File: config.mk
export PLATFORM = sky130hd
export DESIGN_NAME = dcp_debug_command_port
export DESIGN_NICKNAME = d
export VERILOG_FILES = /design/src/dcp_pkg.sv /design/src/dcp_debug_command_port.sv /design/src/dcp_regs.sv
export SDC_FILE = /design/constraint.sdc
export NUM_CORES = 1
export LEC_CHECK = 0
export BUFFER_PORTS_ARGS = -buffer_cell sky130_fd_sc_hd__clkbuf_2
export CAP_MARGIN = 10
export CELL_PAD_IN_SITES_DETAIL_PLACEMENT = 0
export CELL_PAD_IN_SITES_GLOBAL_PLACEMENT = 1
export CORE_ASPECT_RATIO = 0.9
export CORE_UTILIZATION = 36
export CTS_CLUSTER_DIAMETER = 60
export CTS_CLUSTER_SIZE = 12
export DETAILED_ROUTE_END_ITERATION = 6
export GPL_ROUTABILITY_DRIVEN = 0
export PLACE_DENSITY_LB_ADDON = 0.1
export SLEW_MARGIN = 10
export SYNTH_ARGS = -nofsm -noshare
export SYNTH_HDL_FRONTEND = slang
export SYNTH_SLANG_ARGS = --single-unit
File: constraint.sdc
create_clock -name CLK -period 2 [get_ports CLK]
set_clock_uncertainty 0.1 [all_clocks]
set_input_delay 0.1 -clock CLK [delete_from_list [all_inputs] [get_ports CLK]]
set_output_delay 0.1 -clock CLK [all_outputs]
set_load 0.01 [all_outputs]
File: src/dcp_pkg.sv
// Purpose: Constants and types shared by the debug command port.
// Assumes: Bytes from the debug serial pin are already deserialised.
// Notes:   Instruction length table lives here so both users agree.
package dcp_pkg;

   // ------------------------------------------------------------
   // Debug command codes
   // ------------------------------------------------------------
   localparam logic [7:0] DCP_CMD_STUFF   = 8'h11;
   localparam logic [7:0] DCP_CMD_EXECUTE = 8'h12;

   // ------------------------------------------------------------
   // Register port
   // ------------------------------------------------------------
   localparam int         DCP_ADDR_W       = 4;
   localparam logic [3:0] DCP_OFS_CONTROL  = 4'h0;
   localparam logic [3:0] DCP_OFS_STATUS   = 4'h1;
   localparam logic [7:0] DCP_CONTROL_RST  = 8'h00;
   localparam logic [7:0] DCP_RDATA_NONE   = 8'h00;

   // Control register fields
   localparam int DCP_CTL_DEBUG_BIT = 7;
   localparam int DCP_CTL_BRK_BIT   = 6;
   localparam int DCP_CTL_RESET_BIT = 0;

   // Control values with a defined meaning
   localparam logic [7:0] DCP_CTL_RESET_STOP = 8'h81;
   localparam logic [7:0] DCP_CTL_RESET_GO   = 8'h41;
   localparam logic [7:0] DCP_CTL_RUN        = 8'h40;

   // Status register fields
   localparam int DCP_STS_DEBUG_BIT   = 7;
   localparam int DCP_STS_BRK_BIT     = 6;
   localparam int DCP_STS_PROTECT_BIT = 1;
   localparam int DCP_STS_BUSY_BIT    = 0;

   // ------------------------------------------------------------
   // Instruction sizes
   // ------------------------------------------------------------
   localparam int         DCP_MAX_BYTES = 5;
   localparam logic [2:0] DCP_LEN_ONE   = 3'd1;

   typedef enum {
      DCP_IDLE,
      DCP_STUFF_OPCODE,
      DCP_EXEC_FIRST,
      DCP_EXEC_REST,
      DCP_DISCARD
   } dcp_state_type;

   // Total byte count of an instruction, decoded from its opcode
   function automatic logic [2:0] dcp_instr_len(input logic [7:0] opcode);
      logic [2:0] len;
      len = 3'd2;
      case (opcode[3:0])
         4'h0, 4'h1, 4'h2, 4'h3:       len = 3'd2;
         4'h4, 4'h5, 4'h6, 4'h7:       len = 3'd3;
         4'h8, 4'h9: begin
            if (opcode[7:4] == 4'he || opcode[7:4] == 4'hf) begin
               len = 3'd5;
            end else if (opcode[7:4] == 4'hc || opcode[7:4] == 4'hd) begin
               len = 3'd4;
            end else begin
               len = 3'd3;
            end
         end
         4'ha, 4'hb, 4'hc:             len = 3'd2;
         4'hd:                         len = 3'd3;
         4'he, 4'hf:                   len = 3'd1;
         default:                      len = 3'd2;
      endcase
      return len;
   endfunction

endpackage

File: src/dcp_debug_command_port.sv
// Purpose: Stuff and execute commands of the on-chip debugger.
// Assumes: Received bytes arrive as one-cycle strobes on CLK.
// Notes:   Other command codes are left to neighbouring logic.
//
// Implementation choices: the address map and the strobed register port.
`timescale 1ns/10ps
`default_nettype none

module dcp_debug_command_port
   import dcp_pkg::*;
(
   // Clock and reset
   input  wire logic                  CLK,
   input  wire logic                  RESETN,
   // Register port
   input  wire logic [DCP_ADDR_W-1:0] ADDR,
   input  wire logic [7:0]            WDATA,
   input  wire logic                  WR,
   input  wire logic                  RD,
   output logic      [7:0]            RDATA,
   // Bytes from the debug serial pin
   input  wire logic                  RX_VALID,
   input  wire logic [7:0]            RX_DATA,
   // Flash option
   input  wire logic                  READ_PROTECT,
   // Debugger state
   output logic                       DEBUG_HALT,
   output logic                       BREAKPOINT_ENABLE,
   output logic                       DEVICE_RESET,
   // Stuffed instruction to the CPU
   output logic                       STUFF_VALID,
   output logic      [7:0]            STUFF_OPCODE,
   output logic      [2:0]            STUFF_FETCH_COUNT,
   // Executed instruction to the CPU
   output logic                       EXEC_VALID,
   output logic      [2:0]            EXEC_LENGTH,
   output logic      [39:0]           EXEC_BYTES
);

   typedef struct packed {
      dcp_state_type                       state;
      logic [2:0]                          idx;
      logic [2:0]                          len;
      logic [DCP_MAX_BYTES-1:0][7:0]       bytes;
      logic                                stuff_valid;
      logic [7:0]                          stuff_op;
      logic [2:0]                          stuff_fetch;
      logic                                exec_valid;
      logic [2:0]                          exec_len;
   } dcp_port_state_type;

   dcp_port_state_type s;
   dcp_port_state_type next_s;

   logic       halted;
   logic       brk_enable;
   logic       reset_pulse;
   logic       ctrl_write;
   logic       busy;
   logic       allowed;

   // ------------------------------------------------------------
   // Control and status registers
   // ------------------------------------------------------------
   dcp_regs u_regs (
      .clk         (CLK),
      .resetn      (RESETN),
      .addr        (ADDR),
      .wdata       (WDATA),
      .wr          (WR),
      .rd          (RD),
      .rdata       (RDATA),
      .busy        (busy),
      .protect     (READ_PROTECT),
      .halted      (halted),
      .brk_enable  (brk_enable),
      .reset_pulse (reset_pulse),
      .ctrl_write  (ctrl_write)
   );

   assign busy    = (s.state != DCP_IDLE);
   assign allowed = halted && !READ_PROTECT;

   // ------------------------------------------------------------
   // Command sequencer
   // ------------------------------------------------------------
   always_comb begin
      next_s             = s;
      next_s.stuff_valid = 1'b0;
      next_s.exec_valid  = 1'b0;
      case (s.state)
         DCP_IDLE: begin
            if (RX_VALID) begin
               if (RX_DATA == DCP_CMD_STUFF && allowed) begin
                  next_s.state = DCP_STUFF_OPCODE;
               end else if (RX_DATA == DCP_CMD_EXECUTE) begin
                  next_s.state = allowed ? DCP_EXEC_FIRST : DCP_DISCARD;
               end
               // Stuff while not allowed leaves no trace at all
            end
         end
         DCP_STUFF_OPCODE: begin
            if (RX_VALID) begin
               next_s.stuff_valid = 1'b1;
               next_s.stuff_op    = RX_DATA;
               next_s.stuff_fetch = dcp_instr_len(RX_DATA) - DCP_LEN_ONE;
               next_s.state       = DCP_IDLE;
            end
         end
         DCP_EXEC_FIRST: begin
            if (RX_VALID) begin
               next_s.bytes    = '0;
               next_s.bytes[0] = RX_DATA;
               next_s.len      = dcp_instr_len(RX_DATA);
               next_s.idx      = 3'd1;
               if (dcp_instr_len(RX_DATA) == DCP_LEN_ONE) begin
                  next_s.exec_valid = 1'b1;
                  next_s.exec_len   = DCP_LEN_ONE;
                  next_s.state      = DCP_IDLE;
               end else begin
                  next_s.state = DCP_EXEC_REST;
               end
            end
         end
         DCP_EXEC_REST: begin
            if (RX_VALID) begin
               next_s.bytes[s.idx] = RX_DATA;
               next_s.idx          = s.idx + 3'd1;
               if (s.idx + 3'd1 == s.len) begin
                  next_s.exec_valid = 1'b1;
                  next_s.exec_len   = s.len;
                  next_s.state      = DCP_IDLE;
               end
            end
         end
         DCP_DISCARD: begin
            // One byte swallowed, nothing runs
            if (RX_VALID) begin
               next_s.state = DCP_IDLE;
            end
         end
         default: next_s.state = DCP_IDLE;
      endcase
      // A device reset abandons any half-received command
      if (ctrl_write && reset_pulse) begin
         next_s.state = DCP_IDLE;
      end
   end

   always_ff @(posedge CLK or negedge RESETN) begin
      if (!RESETN) begin
         s <= '{state: DCP_IDLE, default: '0};
      end else begin
         s <= next_s;
      end
   end

   // ------------------------------------------------------------
   // Outputs, all from flip-flops
   // ------------------------------------------------------------
   assign DEBUG_HALT        = halted;
   assign BREAKPOINT_ENABLE = brk_enable;
   assign DEVICE_RESET      = reset_pulse;
   assign STUFF_VALID       = s.stuff_valid;
   assign STUFF_OPCODE      = s.stuff_op;
   assign STUFF_FETCH_COUNT = s.stuff_fetch;
   assign EXEC_VALID        = s.exec_valid;
   assign EXEC_LENGTH       = s.exec_len;
   assign EXEC_BYTES        = s.bytes;

endmodule

`default_nettype wire

File: src/dcp_regs.sv
// Purpose: Debugger control and status registers on the plain port.
// Assumes: One strobe per cycle; read data valid the cycle after.
// Notes:   Reset request is a one-cycle pulse to the reset logic.
`timescale 1ns/10ps
`default_nettype none

module dcp_regs
   import dcp_pkg::*;
(
   // Clock and reset
   input  wire logic                  clk,
   input  wire logic                  resetn,
   // Register port
   input  wire logic [DCP_ADDR_W-1:0] addr,
   input  wire logic [7:0]            wdata,
   input  wire logic                  wr,
   input  wire logic                  rd,
   output logic      [7:0]            rdata,
   // Block state
   input  wire logic                  busy,
   input  wire logic                  protect,
   output logic                       halted,
   output logic                       brk_enable,
   output logic                       reset_pulse,
   output logic                       ctrl_write
);

   typedef struct packed {
      logic [7:0] rdata;
      logic       halted;
      logic       breakpoint_instruction;
      logic       rst;
      logic       wr_ctl;
   } dcp_regs_state_type;

   dcp_regs_state_type r;
   dcp_regs_state_type next_r;

   always_comb begin
      next_r        = r;
      next_r.rst    = 1'b0;
      next_r.wr_ctl = 1'b0;
      next_r.rdata  = DCP_RDATA_NONE;
      if (wr && addr == DCP_OFS_CONTROL) begin
         // Debug entry and exit, breakpoint enable, device reset
         next_r.halted = wdata[DCP_CTL_DEBUG_BIT];
         next_r.breakpoint_instruction    = wdata[DCP_CTL_BRK_BIT];
         next_r.rst    = wdata[DCP_CTL_RESET_BIT];
         next_r.wr_ctl = 1'b1;
      end
      if (rd) begin
         case (addr)
            DCP_OFS_CONTROL: begin
               next_r.rdata[DCP_CTL_DEBUG_BIT] = r.halted;
               next_r.rdata[DCP_CTL_BRK_BIT]   = r.breakpoint_instruction;
            end
            DCP_OFS_STATUS: begin
               next_r.rdata[DCP_STS_DEBUG_BIT]   = r.halted;
               next_r.rdata[DCP_STS_BRK_BIT]     = r.breakpoint_instruction;
               next_r.rdata[DCP_STS_PROTECT_BIT] = protect;
               next_r.rdata[DCP_STS_BUSY_BIT]    = busy;
            end
            default: next_r.rdata = DCP_RDATA_NONE;
         endcase
      end
   end

   always_ff @(posedge clk or negedge resetn) begin
      if (!resetn) begin
         r <= '0;
      end else begin
         r <= next_r;
      end
   end

   assign rdata       = r.rdata;
   assign halted      = r.halted;
   assign brk_enable  = r.breakpoint_instruction;
   assign reset_pulse = r.rst;
   assign ctrl_write  = r.wr_ctl;

endmodule

`default_nettype wire

==> metrics <==
status finished, final reports clean; drt first pass iters 4; Final TNS setup 0 ps; number of synthesized flops with an enable pin 0; WL/cell 15.4 um; CP startpoint kind register; crit path max fanout 3; Hold WC Path Type input port to register; Via density 4.71; P_leak 0.00213 uW; Fmax achieved 0.531 GHz; I/O pins 93; share of layout cells above drive strength 1 36.7%; Setup-failing EPs final 0; Worst VDD drop 367 uV; Cell Area, Synth 0.00357 mm^2; Main synth FF type dfrtp_1; Synth Area in Adders 1.05%; die span in y 96.5 um; Core Box Area 0.00966 mm^2; initial antenna violation count 0; Tot GR Track Use 17.0%; DRC viols 0; die area 0.0103 mm^2; Max stage delay on crit path 390 ps; maxcap violations 0; Starting Density 37.0%; maximum clock path buffer count 2; Worst-Margin Slew 612 ps; largest area contributor in the netlist dfrtp_1; clk slew on worst S/H paths 80 ps; Synth Area per Inst 10.4 um^2; post-synth top area share 51.1%; RSZ-0062 raised after global routing no; Die X 107 um; final core utilization 43.8%; largest net degree at the start of global routing 38; min cycle time layout 1880 ps; Antenna diodes 0; CTS tree built; DRT antenna net count 0; main combinational cell family by area after synthesis simple AND/OR/NAND/NOR gates; Synth Area in Simple Gates 15.1%; H-Tree Depth 3; Synth Area in XOR/XNOR 1.40%; HPWL after DPL 5800 um; Worst EP arrival 2030 ps; Synth cell types 42; Total Power 3800 uW; clk root buf clkbuf_8; CP Data Required Time 2140 ps; IO buf count 83; Hold WS 27.0 ps; CP Capture Type register; Synth Warn # 0; Area Overhead vs Synth 18.4%; vias in the first global route 2420; critical-path cell list ha_1 -> xor2_1 -> nor3_2 -> o221ai_2 -> and3_4 -> mux2_4; Synth Area in Compound Gates 11.3%; #FFs+latches synth 73; synth top area cells dfrtp_1 (51%), buf_4 (12%), o21ai_0 (4.6%); Synth async-reset ratio 100%; initial DRC count 75; power per cell area 899 mW/mm^2; r2r setup slk 120 ps; Worst-Skew Late Latency 350 ps; synth cell count leaders dfrtp_1 (73), buf_4 (58), nand2_1 (33), o21ai_0 (33), nand3_1 (27); fin. max-slew vios 0; Slew HR 59.1%; final hold violations 0; clk sinks 73; grt total ovfl 0; slowest cell on the critical path dfrtp_1; fillcell total 931; Final nets 430; first-pass GRT wire length 13100 um; total wire length 8170 um; cells after synthesis 343; post-synthesis sequential area ratio 51.1%; critical path class register to register; Final Cycle Share 94.1%; Site Rows 34; multiplexer area fraction after synthesis 5.22%; vias 2505; Num CTS Buffers 9; most frequent cell after synthesis dfrtp_1
path summary, 6_finish.rpt:
kind,to,cells after the start,startpoint
max,s[63],6,s[59]
min,EXEC_BYTES[1],3,RX_DATA[1]
max reg2reg,s[63],6,s[59]
min reg2reg,EXEC_BYTES[4],2,EXEC_BYTES[4]
max in group asynchronous,EXEC_BYTES[19],3,RESETN
min in group asynchronous,u_regs.brk_enable,2,RESETN
logic make-up (layout without fill, tap and decap cells):
family          count (synthesis)  count (layout)
other cells                     1               4
fa+ha+maj                       3               3
buf+inv                        82             142
xor+xnor                        4               4
simple gates                  102             102
mux                            16              16
compound gates                 62              62
flops                          73              73
per-stage QoR:
step	std cells	setup slack, ps	area, um^2
floorplan	346	75.1	3590
global placement	501	24.6	3850
detailed placement	501	14.4	3850
CTS	531	26.1	4220
global route	532	10.7	4230
finish	532	118	4230
per-layer routing:
layer	vias to the layer above	GRT usage, %	wire length, um
met5	-	0	0
met4	0	6.16	114
met3	10	4.56	420
met2	56	25.4	3540
met1	1204	23.7	4100
li1	1235	-	-
layout by cell type, fill, tap and decap left out, types with 2 or more instances in the layout:
cell type,instances
clkbuf_2,82
dfrtp_1,73
nand2_1,33
o21ai_0,33
nand3_1,27
buf_4,25
dlygate4sd3_1,14
mux2_2,13
clkbuf_8,11
nor2_1,9
a32o_1,8
a21oi_1,6
o21ai_1,6
nand2b_1,5
inv_1,4
nor3_1,4
conb_1,4
and3_1,3
nand3b_1,3
a22o_1,3
ha_1,3
o31ai_1,2
nor2b_1,2
and3b_1,2
xor2_1,2
or3_1,2
or2_2,2
mux2_4,2
clkinv_2,2
bufinv_16,2
registers in the layout, indices dropped and copies added (netlist names), 3 cells and up:
signal / flops
s: 9
EXEC_LENGTH: 3
STUFF_OPCODE: 8
u_regs.rdata: 4
EXEC_BYTES: 40
STUFF_FETCH_COUNT: 3
what timing repair did:
| item | CTS | global route |
|---|---|---|
| setup endpoints to repair | 0 | 15 |
| hold buffers | 14 | 0 |
| hold endpoints to repair | 45 | 0 |
| setup buffers | 0 | 1 |
| resized for setup | 0 | 2 |
power breakdown:
part	leakage, uW	internal (uW)	switching, uW
Clock	0.000115	766	563
Combinational	0.00100	333	386
Sequential	0.00101	1640	120
Total	0.00213	2740	1070
critical path: cells and delay by family, from the launching register on:
kind | cells | cell delay, ps
compound gates | 1 | 130
xor+xnor | 1 | 160
fa+ha+maj | 1 | 320
flops | 1 | 390
mux | 1 | 290
simple gates | 2 | 400
layout make-up:
cell class | count | area, um^2 | area share, %
clock inverters | 5 | 77.6 | 1.83
multi-input cells | 191 | 1240 | 29.4
well taps | 126 | 158 | 3.73
clock buffers | 11 | 151 | 3.58
repair buffers | 122 | 758 | 17.9
inverters | 4 | 15.0 | 0.355
flip-flops and latches | 73 | 1830 | 43.2
No activity file was read; power rests on OpenSTA's default activity.
